## config.mk

```make
export PLATFORM = sky130hd
export DESIGN_NAME = tck_periodic_tick_counter
export DESIGN_NICKNAME = d
export VERILOG_FILES = /design/src/core/tck_pkg.sv /design/src/core/tck_periodic_tick_counter.sv /design/src/core/tck_prescaler.sv /design/src/core/tck_src_sync.sv
export SDC_FILE = /design/constraint.sdc
export NUM_CORES = 1
export LEC_CHECK = 0
export ABC_AREA = 1
export BUFFER_PORTS_ARGS = -buffer_cell sky130_fd_sc_hd__buf_2
export CAP_MARGIN = 20
export CORE_MARGIN = 10
export CORE_UTILIZATION = 40
export CTS_BUF_LIST = sky130_fd_sc_hd__clkbuf_8
export CTS_CLUSTER_DIAMETER = 100
export CTS_CLUSTER_SIZE = 25
export DETAILED_ROUTE_END_ITERATION = 16
export GPL_TIMING_DRIVEN = 0
export PLACE_DENSITY = 0.64
export SYNTH_ARGS = -nofsm -noshare
export SYNTH_HDL_FRONTEND = slang
export SYNTH_SLANG_ARGS = --single-unit
```

## constraint.sdc

```tcl
create_clock -name aclk -period 2 [get_ports aclk]
set_clock_uncertainty 0.05 [all_clocks]
set_input_delay 0.3 -clock aclk [delete_from_list [all_inputs] [get_ports aclk]]
set_output_delay 0.3 -clock aclk [all_outputs]
set_load 0.005 [all_outputs]
```

## src/core/tck_pkg.sv

```systemverilog
// package: register map, field layout and divide table of the periodic tick counter
package tck_pkg;
   localparam int ADDR_W = 4;
   localparam int DATA_W = 32;
   localparam int RATIO_W = 18;

   // byte addresses of the register words
   localparam logic [ADDR_W-1:0] OFS_STATUS_CONTROL = 4'h0;
   localparam logic [ADDR_W-1:0] OFS_COUNT_VALUE = 4'h4;
   localparam logic [ADDR_W-1:0] OFS_MATCH_LIMIT = 4'h8;

   // status/control byte layout
   localparam int FLAG_BIT = 7;
   localparam int SEL_HI = 6;
   localparam int SEL_LO = 5;
   localparam int IE_BIT = 4;
   localparam int DIV_HI = 3;
   localparam int DIV_LO = 0;

   // source select codes; bit 1 set means internal clock
   localparam logic [1:0] SRC_LOW_POWER = 2'h0;
   localparam logic [1:0] SRC_EXTERNAL = 2'h1;

   // reset values
   localparam logic [7:0] COUNT_RESET = 8'h00;
   localparam logic [7:0] MATCH_RESET = 8'h00;
   localparam logic [1:0] SEL_RESET = 2'h0;
   localparam logic [3:0] DIV_OFF = 4'h0;

   // bus responses
   localparam logic [1:0] RESP_OKAY = 2'h0;
   localparam logic [1:0] RESP_SLVERR = 2'h2;

   // register decode result
   typedef enum logic [1:0] {SEL_SC, SEL_CNT, SEL_MOD, SEL_NONE} tck_reg_sel_t;

   // prescaler divide-by value from divider code and source bit 0; code 0 is off
   function automatic logic [RATIO_W-1:0] divide_ratio(input logic [3:0] code, input logic src0);
      logic [RATIO_W-1:0] r;
      r = 18'h0_0001;
      case ({src0, code})
         5'h01: r = 18'h0_0008;
         5'h02: r = 18'h0_0020;
         5'h03: r = 18'h0_0040;
         5'h04: r = 18'h0_0080;
         5'h05: r = 18'h0_0100;
         5'h06: r = 18'h0_0200;
         5'h07: r = 18'h0_0400;
         5'h08: r = 18'h0_0001;
         5'h09: r = 18'h0_0002;
         5'h0a: r = 18'h0_0004;
         5'h0b: r = 18'h0_000a;
         5'h0c: r = 18'h0_0010;
         5'h0d: r = 18'h0_0064;
         5'h0e: r = 18'h0_01f4;
         5'h0f: r = 18'h0_03e8;
         5'h11: r = 18'h0_0400;
         5'h12: r = 18'h0_0800;
         5'h13: r = 18'h0_1000;
         5'h14: r = 18'h0_2000;
         5'h15: r = 18'h0_4000;
         5'h16: r = 18'h0_8000;
         5'h17: r = 18'h1_0000;
         5'h18: r = 18'h0_03e8;
         5'h19: r = 18'h0_07d0;
         5'h1a: r = 18'h0_1388;
         5'h1b: r = 18'h0_2710;
         5'h1c: r = 18'h0_4e20;
         5'h1d: r = 18'h0_c350;
         5'h1e: r = 18'h1_86a0;
         5'h1f: r = 18'h3_0d40;
         default: r = 18'h0_0001;
      endcase
      return r;
   endfunction
endpackage

```

## src/core/tck_periodic_tick_counter.sv

```systemverilog
// periodic tick counter top: axi4-lite register slave, 8-bit count and match flag
//
// Implementation choices: the AXI4-Lite register port and the address map.
`timescale 1ns/1ps
`default_nettype none
// Summary of operation
// - count is readable; writes to the count register change nothing.
// - count clears on reset and on restarting register writes.
// - count equal to match limit wraps to zero on next tick, sets flag.
// - match limit zero sets the flag on every prescaler tick.
// - any match limit write clears prescaler and count.
// - match limit is 8-bit read/write, zero after reset.
// - after reset counter sits at zero, prescaler off until nonzero divider.
// - reset selects the low-power oscillator as tick source.
// - divider code zero keeps prescaler off; nonzero code starts it.
// - three tick sources: low-power, external and internal reference.
// - writing a different source select clears prescaler and count.
// - writing a different divider code clears prescaler and count.
// - divide ratio comes from divider code plus source select bit 0.
// - low-power source: code 1 gives 8 ms, code 15 gives 1 s.
// - match limit 0 to 255; counter advances once per prescaler period.
// - flag sets only on the step from match limit to zero.
// - interrupt request is flag and enable together.
// - writing one to the flag bit clears flag and request.
// - status byte: flag 7, source 6:5, enable 4, divider 3:0.
// - divider codes 1 to 15 map to the binary and decimal ratios.
// - writing zero to the flag bit has no effect.
// - debug mode freezes prescaler and count; resume from held value.
module tck_periodic_tick_counter (
   // clock and reset
   input wire logic aclk,
   input wire logic aresetn,
   // write address channel
   input wire logic [tck_pkg::ADDR_W-1:0] awaddr,
   input wire logic awvalid,
   output logic awready,
   // write data channel
   input wire logic [tck_pkg::DATA_W-1:0] wdata,
   input wire logic [3:0] wstrb,
   input wire logic wvalid,
   output logic wready,
   // write response channel
   output logic [1:0] bresp,
   output logic bvalid,
   input wire logic bready,
   // read address channel
   input wire logic [tck_pkg::ADDR_W-1:0] araddr,
   input wire logic arvalid,
   output logic arready,
   // read data channel
   output logic [tck_pkg::DATA_W-1:0] rdata,
   output logic [1:0] rresp,
   output logic rvalid,
   input wire logic rready,
   // tick source pins
   input wire logic low_power_osc_clock,
   input wire logic external_ref_clock,
   input wire logic internal_ref_clock,
   // processor in active debug mode, same clock
   input wire logic debug_active,
   // interrupt request
   output logic irq
);
   // word decode shared by the read and write paths; low two bits ignored
   function automatic tck_pkg::tck_reg_sel_t reg_sel(input logic [tck_pkg::ADDR_W-1:0] a);
      tck_pkg::tck_reg_sel_t s;
      s = tck_pkg::SEL_NONE;
      case ({a[tck_pkg::ADDR_W-1:2], 2'b00})
         tck_pkg::OFS_STATUS_CONTROL: s = tck_pkg::SEL_SC;
         tck_pkg::OFS_COUNT_VALUE: s = tck_pkg::SEL_CNT;
         tck_pkg::OFS_MATCH_LIMIT: s = tck_pkg::SEL_MOD;
         default: s = tck_pkg::SEL_NONE;
      endcase
      return s;
   endfunction

   // block state
   logic periodic_match_flag;
   logic [1:0] tick_source_select;
   logic periodic_irq_enable;
   logic [3:0] divider_code;
   logic [7:0] tick_count_value;
   logic [7:0] tick_match_limit;

   // write channel holding registers
   logic aw_full;
   logic w_full;
   logic [tck_pkg::ADDR_W-1:0] aw_addr_q;
   logic [tck_pkg::DATA_W-1:0] w_data_q;
   logic w_lane0_q;

   // prescaler and source wiring
   logic src_edge;
   logic pre_tick;

   // handshakes
   wire aw_take = awvalid & awready;
   wire w_take = wvalid & wready;
   wire ar_take = arvalid & arready;
   wire b_done = bvalid & bready;
   wire r_done = rvalid & rready;

   // write is committed once both address and data are held
   wire do_write = aw_full & w_full & ~bvalid;
   tck_pkg::tck_reg_sel_t wr_sel;
   assign wr_sel = reg_sel(aw_addr_q);
   // only byte lane 0 carries register bits
   wire wr_lane = do_write & w_lane0_q;
   wire wr_sc = wr_lane & (wr_sel == tck_pkg::SEL_SC);
   wire wr_mod = wr_lane & (wr_sel == tck_pkg::SEL_MOD);
   // a count register write is accepted and answered but has no effect
   wire [1:0] wr_resp = (wr_sel == tck_pkg::SEL_NONE) ? tck_pkg::RESP_SLVERR : tck_pkg::RESP_OKAY;

   // fields offered by a status/control write
   wire [1:0] new_sel = w_data_q[tck_pkg::SEL_HI:tck_pkg::SEL_LO];
   wire [3:0] new_div = w_data_q[tck_pkg::DIV_HI:tck_pkg::DIV_LO];
   wire new_ie = w_data_q[tck_pkg::IE_BIT];
   wire sel_change = wr_sc & (new_sel != tick_source_select);
   wire div_change = wr_sc & (new_div != divider_code);

   // restart covers match limit writes and changed source or divider
   wire restart = wr_mod | sel_change | div_change;

   // prescaler runs only with a nonzero divider and outside debug
   wire prescaler_on = (divider_code != tck_pkg::DIV_OFF);
   wire frozen = debug_active;
   wire [tck_pkg::RATIO_W-1:0] ratio = tck_pkg::divide_ratio(divider_code, tick_source_select[0]);

   // counter step; a restart in the same cycle drops the tick
   // a tick landing while frozen is held, not lost, and counted on thaw
   logic tick_held;
   wire tick_due = pre_tick | tick_held;
   wire tick = tick_due & ~frozen & ~restart & prescaler_on;
   wire next_tick_held = tick_due & frozen & ~restart & prescaler_on;
   wire at_match = (tick_count_value == tick_match_limit);
   wire wrap = tick & at_match;

   // flag: a set in the clearing cycle wins so no match is lost
   wire flag_clr = wr_sc & w_data_q[tck_pkg::FLAG_BIT];
   wire next_periodic_match_flag = wrap | (periodic_match_flag & ~flag_clr);
   wire next_periodic_irq_enable = wr_sc ? new_ie : periodic_irq_enable;
   wire next_irq = next_periodic_match_flag & next_periodic_irq_enable;

   wire [7:0] next_tick_count_value = restart ? tck_pkg::COUNT_RESET :
      wrap ? tck_pkg::COUNT_RESET :
      tick ? tick_count_value + 8'h01 : tick_count_value;

   // read path
   tck_pkg::tck_reg_sel_t rd_sel;
   assign rd_sel = reg_sel(araddr);
   wire [7:0] sc_byte = {periodic_match_flag, tick_source_select, periodic_irq_enable, divider_code};
   wire [7:0] rd_byte = (rd_sel == tck_pkg::SEL_SC) ? sc_byte :
      (rd_sel == tck_pkg::SEL_CNT) ? tick_count_value :
      (rd_sel == tck_pkg::SEL_MOD) ? tick_match_limit : 8'h00;
   wire [1:0] rd_resp = (rd_sel == tck_pkg::SEL_NONE) ? tck_pkg::RESP_SLVERR : tck_pkg::RESP_OKAY;

   // hold flags after this cycle
   wire next_aw_full = (aw_full | aw_take) & ~do_write;
   wire next_w_full = (w_full | w_take) & ~do_write;
   wire next_bvalid = do_write | (bvalid & ~b_done);

   // source edges crossing in from the pins
   tck_src_sync u_src_sync (
      .aclk(aclk),
      .aresetn(aresetn),
      .low_power_osc_clock(low_power_osc_clock),
      .external_ref_clock(external_ref_clock),
      .internal_ref_clock(internal_ref_clock),
      .tick_source_select(tick_source_select),
      .src_edge(src_edge)
   );

   // frozen prescaler keeps its partial count
   tck_prescaler u_prescaler (
      .aclk(aclk),
      .aresetn(aresetn),
      .clear(restart | ~prescaler_on),
      .enable(~frozen),
      .ratio(ratio),
      .src_edge(src_edge),
      .tick(pre_tick)
   );

   // write address capture; address and data may arrive in either order
   always_ff @(posedge aclk) begin
      if (!aresetn) begin
         aw_full <= 1'b0;
         aw_addr_q <= '0;
      end else begin
         aw_full <= next_aw_full;
         if (aw_take) begin
            aw_addr_q <= awaddr;
         end
      end
   end

   // write data capture; only the lane 0 strobe matters
   always_ff @(posedge aclk) begin
      if (!aresetn) begin
         w_full <= 1'b0;
         w_data_q <= '0;
         w_lane0_q <= 1'b0;
      end else begin
         w_full <= next_w_full;
         if (w_take) begin
            w_data_q <= wdata;
            w_lane0_q <= wstrb[0];
         end
      end
   end

   // ready is withheld while a word is held or a response is pending
   always_ff @(posedge aclk) begin
      if (!aresetn) begin
         awready <= 1'b0;
      end else begin
         awready <= ~next_aw_full & ~next_bvalid;
      end
   end

   always_ff @(posedge aclk) begin
      if (!aresetn) begin
         wready <= 1'b0;
      end else begin
         wready <= ~next_w_full & ~next_bvalid;
      end
   end

   // write response stands until bready
   always_ff @(posedge aclk) begin
      if (!aresetn) begin
         bvalid <= 1'b0;
      end else begin
         bvalid <= next_bvalid;
      end
   end

   always_ff @(posedge aclk) begin
      if (!aresetn) begin
         bresp <= tck_pkg::RESP_OKAY;
      end else if (do_write) begin
         bresp <= wr_resp;
      end
   end

   // one read outstanding, so ready also drops for the cycle after a take
   always_ff @(posedge aclk) begin
      if (!aresetn) begin
         arready <= 1'b0;
      end else begin
         arready <= ~(rvalid & ~r_done) & ~ar_take;
      end
   end

   // read data captured at address acceptance
   always_ff @(posedge aclk) begin
      if (!aresetn) begin
         rvalid <= 1'b0;
         rdata <= '0;
         rresp <= tck_pkg::RESP_OKAY;
      end else begin
         if (ar_take) begin
            rvalid <= 1'b1;
            rdata <= {24'h00_0000, rd_byte};
            rresp <= rd_resp;
         end else if (r_done) begin
            rvalid <= 1'b0;
         end
      end
   end

   // tick kept across a freeze
   always_ff @(posedge aclk) begin
      if (!aresetn) begin
         tick_held <= 1'b0;
      end else begin
         tick_held <= next_tick_held;
      end
   end

   // source select; reset picks the low-power oscillator
   always_ff @(posedge aclk) begin
      if (!aresetn) begin
         tick_source_select <= tck_pkg::SEL_RESET;
      end else if (wr_sc) begin
         tick_source_select <= new_sel;
      end
   end

   // divider code; reset leaves the prescaler off
   always_ff @(posedge aclk) begin
      if (!aresetn) begin
         divider_code <= tck_pkg::DIV_OFF;
      end else if (wr_sc) begin
         divider_code <= new_div;
      end
   end

   // interrupt enable
   always_ff @(posedge aclk) begin
      if (!aresetn) begin
         periodic_irq_enable <= 1'b0;
      end else begin
         periodic_irq_enable <= next_periodic_irq_enable;
      end
   end

   // match limit; any value from zero to 255
   always_ff @(posedge aclk) begin
      if (!aresetn) begin
         tick_match_limit <= tck_pkg::MATCH_RESET;
      end else if (wr_mod) begin
         tick_match_limit <= w_data_q[7:0];
      end
   end

   // count
   always_ff @(posedge aclk) begin
      if (!aresetn) begin
         tick_count_value <= tck_pkg::COUNT_RESET;
      end else begin
         tick_count_value <= next_tick_count_value;
      end
   end

   // flag; a set beats a clear in the same cycle
   always_ff @(posedge aclk) begin
      if (!aresetn) begin
         periodic_match_flag <= 1'b0;
      end else begin
         periodic_match_flag <= next_periodic_match_flag;
      end
   end

   // request registered so the pin comes straight from a flop
   always_ff @(posedge aclk) begin
      if (!aresetn) begin
         irq <= 1'b0;
      end else begin
         irq <= next_irq;
      end
   end
endmodule
`default_nettype wire

```

## src/core/tck_prescaler.sv

```systemverilog
// prescaler: divides source edges by the selected ratio into a one-cycle tick
`timescale 1ns/1ps
`default_nettype none
module tck_prescaler (
   // clock and reset
   input wire logic aclk,
   input wire logic aresetn,
   // control
   input wire logic clear,
   input wire logic enable,
   input wire logic [tck_pkg::RATIO_W-1:0] ratio,
   // source edge in, tick out
   input wire logic src_edge,
   output logic tick
);
   logic [tck_pkg::RATIO_W-1:0] pcount;
   wire [tck_pkg::RATIO_W-1:0] last = ratio - 18'h0_0001;
   wire step = enable & src_edge;
   wire wrap = step & (pcount == last);

   always_ff @(posedge aclk) begin
      if (!aresetn || clear) begin
         pcount <= '0;
         tick <= 1'b0;
      end else begin
         tick <= wrap;
         if (wrap) begin
            pcount <= '0;
         end else if (step) begin
            pcount <= pcount + 18'h0_0001;
         end
      end
   end
endmodule
`default_nettype wire

```

## src/core/tck_src_sync.sv

```systemverilog
// tick source synchroniser: brings the three source clocks in and picks one rising edge
`timescale 1ns/1ps
`default_nettype none
module tck_src_sync (
   // clock and reset
   input wire logic aclk,
   input wire logic aresetn,
   // source clocks as pins
   input wire logic low_power_osc_clock,
   input wire logic external_ref_clock,
   input wire logic internal_ref_clock,
   // selection and result
   input wire logic [1:0] tick_source_select,
   output logic src_edge
);
   logic [2:0] meta;
   logic [2:0] stab;
   logic [2:0] prev;
   wire [2:0] rise = stab & ~prev;
   // sources must run well below aclk / 2 or edges are lost
   wire pick = tick_source_select[1] ? rise[2] :
      (tick_source_select == tck_pkg::SRC_EXTERNAL) ? rise[1] : rise[0];

   always_ff @(posedge aclk) begin
      if (!aresetn) begin
         meta <= 3'h0;
         stab <= 3'h0;
         prev <= 3'h0;
         src_edge <= 1'b0;
      end else begin
         meta <= {internal_ref_clock, external_ref_clock, low_power_osc_clock};
         stab <= meta;
         prev <= stab;
         src_edge <= pick;
      end
   end
endmodule
`default_nettype wire

```

=== Yosys cells after proc, flatten, opt, wreduce, memory -nomap -nowiden ===
Memories as Yosys holds them, arrays and structs flattened. A register that Yosys moved wholly into a read port is not among the register bits.
Cells that the tools add are included.

* Logic and storage cells: 124
* Register bits after elaboration: 87
* Output and inout bits: 42
* Memories kept: 1
* Bits in read-only memories: 576
* Input bits: 55

* $add $sub $neg: 3
* Eq/ne operators: 14
* Reduce and logical (&&, ||, !) cells: 10
* Bitwise gates (word level): 55
* Muxes and demuxes: 14

{| class="wikitable"
|+ Memories
! memory !! words !! width !! rd ports !! clocked after Yosys merged registers in !! wr ports !! line !! text
|-
| (name not given) || 32 || 18 || 1 || 1 || 0 || tck_pkg.sv:41 || <nowiki>case ({src0, code})</nowiki>
|}

{| class="wikitable"
|+ Operators with widths
! operator !! number
|-
| $and A1 B1 Y1 || 31
|-
| $mux W8 || 3
|-
| $add A18 B1 Y18 const B || 1
|-
| $eq A18 B18 Y1 || 1
|-
| $sub A18 B1 Y18 const B || 1
|-
| $not A1 Y1 || 14
|-
| $eq A2 B2 Y1 const B || 6
|-
| $pmux W2 S3 || 2
|-
| $mux W5 || 2
|-
| $add A8 B1 Y8 const B || 1
|-
| $eq A2 B1 Y1 const B || 4
|-
| $eq A8 B8 Y1 || 1
|-
| $logic_not A2 Y1 || 4
|-
| $or A1 B1 Y1 || 8
|-
| $mux W1 || 5
|-
| $mux W2 || 2
|-
| $ne A4 B4 Y1 || 1
|-
| $reduce_bool A4 Y1 || 1
|-
| $and A3 B3 Y3 || 1
|-
| $not A3 Y3 || 1
|-
| $reduce_or A3 Y1 || 1
|-
| $ne A2 B2 Y1 || 1
|-
| $reduce_bool A2 Y1 || 1
|-
| $reduce_or A2 Y1 || 1
|-
| 2 further kinds || 2
|}

=== Logic depth before layout (Yosys ltp) ===
* Word-level depth: 13
* Gate-level depth with buffers: 15
* Depth with buffers taken out: 14

=== Hierarchy ===
From an unflattened synthesis, not the netlist that was laid out.

* Cell total of the unflattened synthesis: 786
* Area, all modules: 5460.2 um^2

{| class="wikitable"
|+ By module, submodules not included
! module !! instances !! area each (um^2) !! sequential area each (um^2) !! cells an instance
|-
| tck_periodic_tick_counter || 1 || 3537.1 || 1441.4 || 479
|-
| tck_prescaler || 1 || 1591.5 || 380.4 || 266
|-
| tck_src_sync || 1 || 331.6 || 200.2 || 41
|}

=== Worst setup path after synthesis ===
No wires, ideal clock.

* Kind: flip-flop to flip-flop
* Start point: register aw_full
* End point: register ratio[5] (netlist name)
* Cell stages (with the launch flop): 11
* Period minus slack after synthesis: 1.831 ns
* Library setup time: 0.120 ns
* Data required time: 1.830 ns
* Setup slack: 0.169 ns
* Buffers on the path: 1
* Arrival: 1.661 ns
* Cells stage by stage: dfxtp_1 nand2_1 nor2_2 nand3_2 buf_6 o211ai_2 inv_1 ha_1 nand3_1 a21oi_1 or2_1

* Longest elaborated chain between the ends: 6

{| class="wikitable"
|+ Ends and longest elaborated chain
! item !! line !! text
|-
| start, declared || tck_periodic_tick_counter.sv:86 || <nowiki>logic aw_full;</nowiki>
|-
| start signal, assigned || tck_periodic_tick_counter.sv:190 || <nowiki>aw_full <= next_aw_full;</nowiki>
|-
| $and A1 B1 Y1 (2 in a row) || tck_periodic_tick_counter.sv:104 || <nowiki>wire do_write = aw_full & w_full & ~bvalid;</nowiki>
|-
| $and A1 B1 Y1 || tck_periodic_tick_counter.sv:108 || <nowiki>wire wr_lane = do_write & w_lane0_q;</nowiki>
|-
| $and A1 B1 Y1 || tck_periodic_tick_counter.sv:109 || <nowiki>wire wr_sc = wr_lane & (wr_sel == tck_pkg::SEL_SC);</nowiki>
|-
| $mux W5 (no line) (2 in a row) || - ||
|}

No other way between the ends.
A chain may end at the register's enable or synchronous reset.

=== Worst setup path after layout ===
* Start point: register ratio[0] (netlist name)
* End point: register u_prescaler.pcount[15] in the netlist's numbering

* Longest elaborated chain between the ends: 4

{| class="wikitable"
|+ Ends and longest elaborated chain
! item !! line !! text
|-
| $sub A18 B1 Y18 || tck_prescaler.sv:17 || <nowiki>wire [tck_pkg::RATIO_W-1:0] last = ratio - 18'h0_0001;</nowiki>
|-
| $eq A18 B18 Y1 || tck_prescaler.sv:19 || <nowiki>wire wrap = step & (pcount == last);</nowiki>
|-
| $and A1 B1 Y1 || tck_prescaler.sv:19 ||
|-
| $reduce_or A2 Y1 (no line) || - ||
|-
| end signal, assigned || tck_prescaler.sv:30 || <nowiki>pcount <= pcount + 18'h0_0001;</nowiki>
|-
| end, declared || tck_prescaler.sv:16 || <nowiki>logic [tck_pkg::RATIO_W-1:0] pcount;</nowiki>
|}

No other way between the ends.

==> summary.md <==
| Metric | Value |
|---|---|
| Status | completed |
| Slack of the critical path | about 47 ps |
| Number of flops mapped to enable cells by yosys | 0 |
| YS warnings | 0 |
| CTS Root Cell | clkbuf_8 |
| Synth Area in Adders | ~1.9% |
| Clock sinks | approximately 100 |
| Placed Cells incl. Taps | roughly 1000 |
| Required @ worst endpoint | 2230 ps |
| Total grt overflow | 0 |
| Share of layout cells above drive strength 1 | 20.7% |
| R2R Path End | u_prescaler.pcount[15] |
| Worst hold path depth | 3 |
| Crit path DAT | 2190 ps |
| CTS max path bufs | 2 |
| CTS tree | yes |
| Worst slew pin tran | 581 ps |
| Min-Delay Endpoint | u_src_sync.meta[0] |
| Fin nets | 918 |
| Vias in the first global route | about 4300 |
| Htree depth | 3 |
| Final setup fails | 0 |
| Hold slack | 28.2 ps |
| Hold_sp | low_power_osc_clock |
| Synth unique cells | 38 |
| N_diodes | 0 |
| WL met3 | slightly above 700 um |
| Die H | about 140 um |
| Synth Register Bits | between 100 and 150 |
| Post-synthesis sequential area ratio | a little under two fifths |
| Die area | 18400 um2 |
| Post-Synth XOR/XNOR Area | under 10% |
| Commonest non-fill, non-tap cell in the layout | nand2_1 |
| Port Buf Inserts | 38 |
| Largest family of logic cells by synthesized area | simple AND/OR/NAND/NOR gates |
| Peak VDD IR | ~440 uV |
| Cts bufs inserted | 9 |
| R2R Setup Slk | between 40 and 50 ps |
| Mux cell area share after synthesis | 0.188% |
| Total wire length | 12600 um |
| DRT iter0 DRCs | between 200 and 300 |
| Largest net degree at the start of global routing | 21 |
| # IOs | 97 |
| Starting Density | approximately two fifths |
| Vias per cell | approximately 4.6 |
| Setup TNS | 0 ps |
| Crit path time final | approximately 2000 ps |
| Worst min path class | in2reg |
| Simple-gate share of the synthesized area | roughly 30% |
| Commonest cells after routing, fill and taps aside | nand2_1, nor2_1, dfxtp_1, inv_1, buf_4 |
| Area delta synth->final | 21.7% |
| Hold Vio Cnt, Final | 0 |
| Post-placement cell area | just under 6000 um2 |
| Routed Antenna Nets | 0 |
| Max-cap viol count | 0 |
| Max Clk Rate | ~510 MHz |
| Global-route wire length before repair | 20300 um |
| Crit path from | ratio[0] |
| Routed via count | ~4700 |
| Synthesized instance count | between 700 and 800 |
| RSZ-0062 raised after global routing | yes |
| Critical path class | reg2reg |
| Crit path largest cell delay | roughly 350 ps |
| Post-CTS Hold Fix Bufs | 0 |
| Top FF cell, synth | dfxtp_1 |
| Critical path's slowest cell | dfxtp_2 |
| Core footprint | ~13000 um2 |
| Wl on met1 | slightly above 6000 um |
| TritonRoute pass-1 iters | 5 |
| CP Launch Type | flip-flop |
| Top sig layer | met4 |
| WL met2 | 5570 um |
| Syn_area_per_cell | 7.03 um2 |
| # rows | 42 |
| Worst skew pair latency | about 400 ps |
| Crit. End Element | flip-flop |
| Post-DP HPWL | between 9000 and 10000 um |
| Synth Cell Area | 5330 um2 |
| Pwr Density | 566 nW/um2 |
| All-Layer GR Usage | 13.5% |
| Final critical-path share of the clock period | a little over nine tenths |
| Util after Layout | between 40% and 50% |
| Slew headroom | approximately three fifths |
| DR WL/cell | approximately 12 um |
| Compound-gate portion of the synthesized area | 10.3% |
| Tot Pwr | 3.68 mW |
| GP Congestion | 0.884 |
| Max-slew violations | 0 |
| RR Startpoint | ratio[0] |
| R2R depth | 12 |
| Die Wd | roughly 140 um |
| Post-route DRC | 0 |
| Final instance area | between 6000 and 7000 um2 |
| Clk pin slew, worst setup/hold paths | around 110 ps |
| Place WS | -182 ps |
| Worst-path cell chain | inv_2, ha_4, nand2_4, nor2_4, nand2_1, nand3_1, nand3b_1, nor2_1, nand3_2, nand2_4, clkbuf_16, nor2_1 |
| Share of flip-flops with an asynchronous set or reset | 0% |
| Initial antenna violation count | 0 |
| CP Max Fanout | 6 |
| Leakage power | ~3.0 nW |
| Finished Layout Cells | 1036 |
cells in the mapped netlist (all sizes together) (2+ instances only):
master,number,area share (%)
clkinv,2,0.14
nor2,124,9.9
o21ai,49,4.7
buf,32,4.7
nand3b,8,1.1
a21oi,38,3.6
dfxtp,101,38
a31oi,7,0.82
nand2,182,13
nand4,5,0.59
xnor2,12,2.0
o22ai,2,0.23
clkbuf,8,0.56
xor2,37,6.1
a21boi,2,0.28
nor4,2,0.23
ha,8,1.9
nor3,8,0.84
inv,92,6.5
nand3,34,3.6
power breakdown:
part / switching [mW] / internal (mW)
Combinational: 0.153 / 0.120
Clock: 0.821 / 0.495
Sequential: 0.0300 / 2.06
Total: 1.00 / 2.67
cell type report:
class | count | area, um2
timing repair buffer | 60 | 403
tap | 176 | 220
fill | 1307 | 6650
inverter | 94 | 370
clock inverter | 7 | 77.6
multi-input combinational | 549 | 2970
sequential | 101 | 2030
clock buffer | 9 | 124
buffer | 40 | 294
state kept, by name (all words and copies together), names as in the netlist, 2 cells and up:
name / flops
ratio: 18
u_prescaler.pcount: 18
rdata: 8
tick_count_value: 8
tick_match_limit: 8
w_data_q: 8
divider_code: 4
u_src_sync.meta: 3
u_src_sync.prev: 3
u_src_sync.stab: 3
aw_addr_q: 2
tick_source_select: 2
metal layers:
metal | vias to the layer above | GRT usage (%)
met5 | - | 0
met1 | 2087 | 17.7
li1 | 2519 | -
met3 | 18 | 3.93
met2 | 102 | 20.4
met4 | 0 | 5.20
repair_timing:
item,in CTS,in global routing
pin swaps,6,12
endpoints found under the setup margin,32,40
gates cloned,0,2
setup buffers,6,14
gates resized for setup,13,54
kinds of logic (layout without fill, tap and decap cells):
family / count (synthesis) / in the layout
simple gates: 364 / 364
buf+inv: 134 / 210
compound gates: 101 / 101
flops: 101 / 101
xor+xnor: 49 / 49
fa+ha+maj: 8 / 8
other cells: 1 / 26
mux: 1 / 1
worst max-delay path: cells and delay by family, from the launching register on:
family / cells / cell delay, ps
DFF: 1 / 350
buffers and inverters: 2 / 250
and+or+nand+nor: 9 / 1030
adders and majority gates: 1 / 160
how the worst max path moves through the flow:
stage	endpoint	depth (start not counted)
after floorplan	ratio[5]	10
after global placement	ratio[5]	10
after detailed placement	ratio[5]	10
after CTS	ratio[5]	10
after global routing	u_prescaler.pcount[15]	14
final	u_prescaler.pcount[15]	12
No activity file was read; power rests on OpenSTA's default activity.
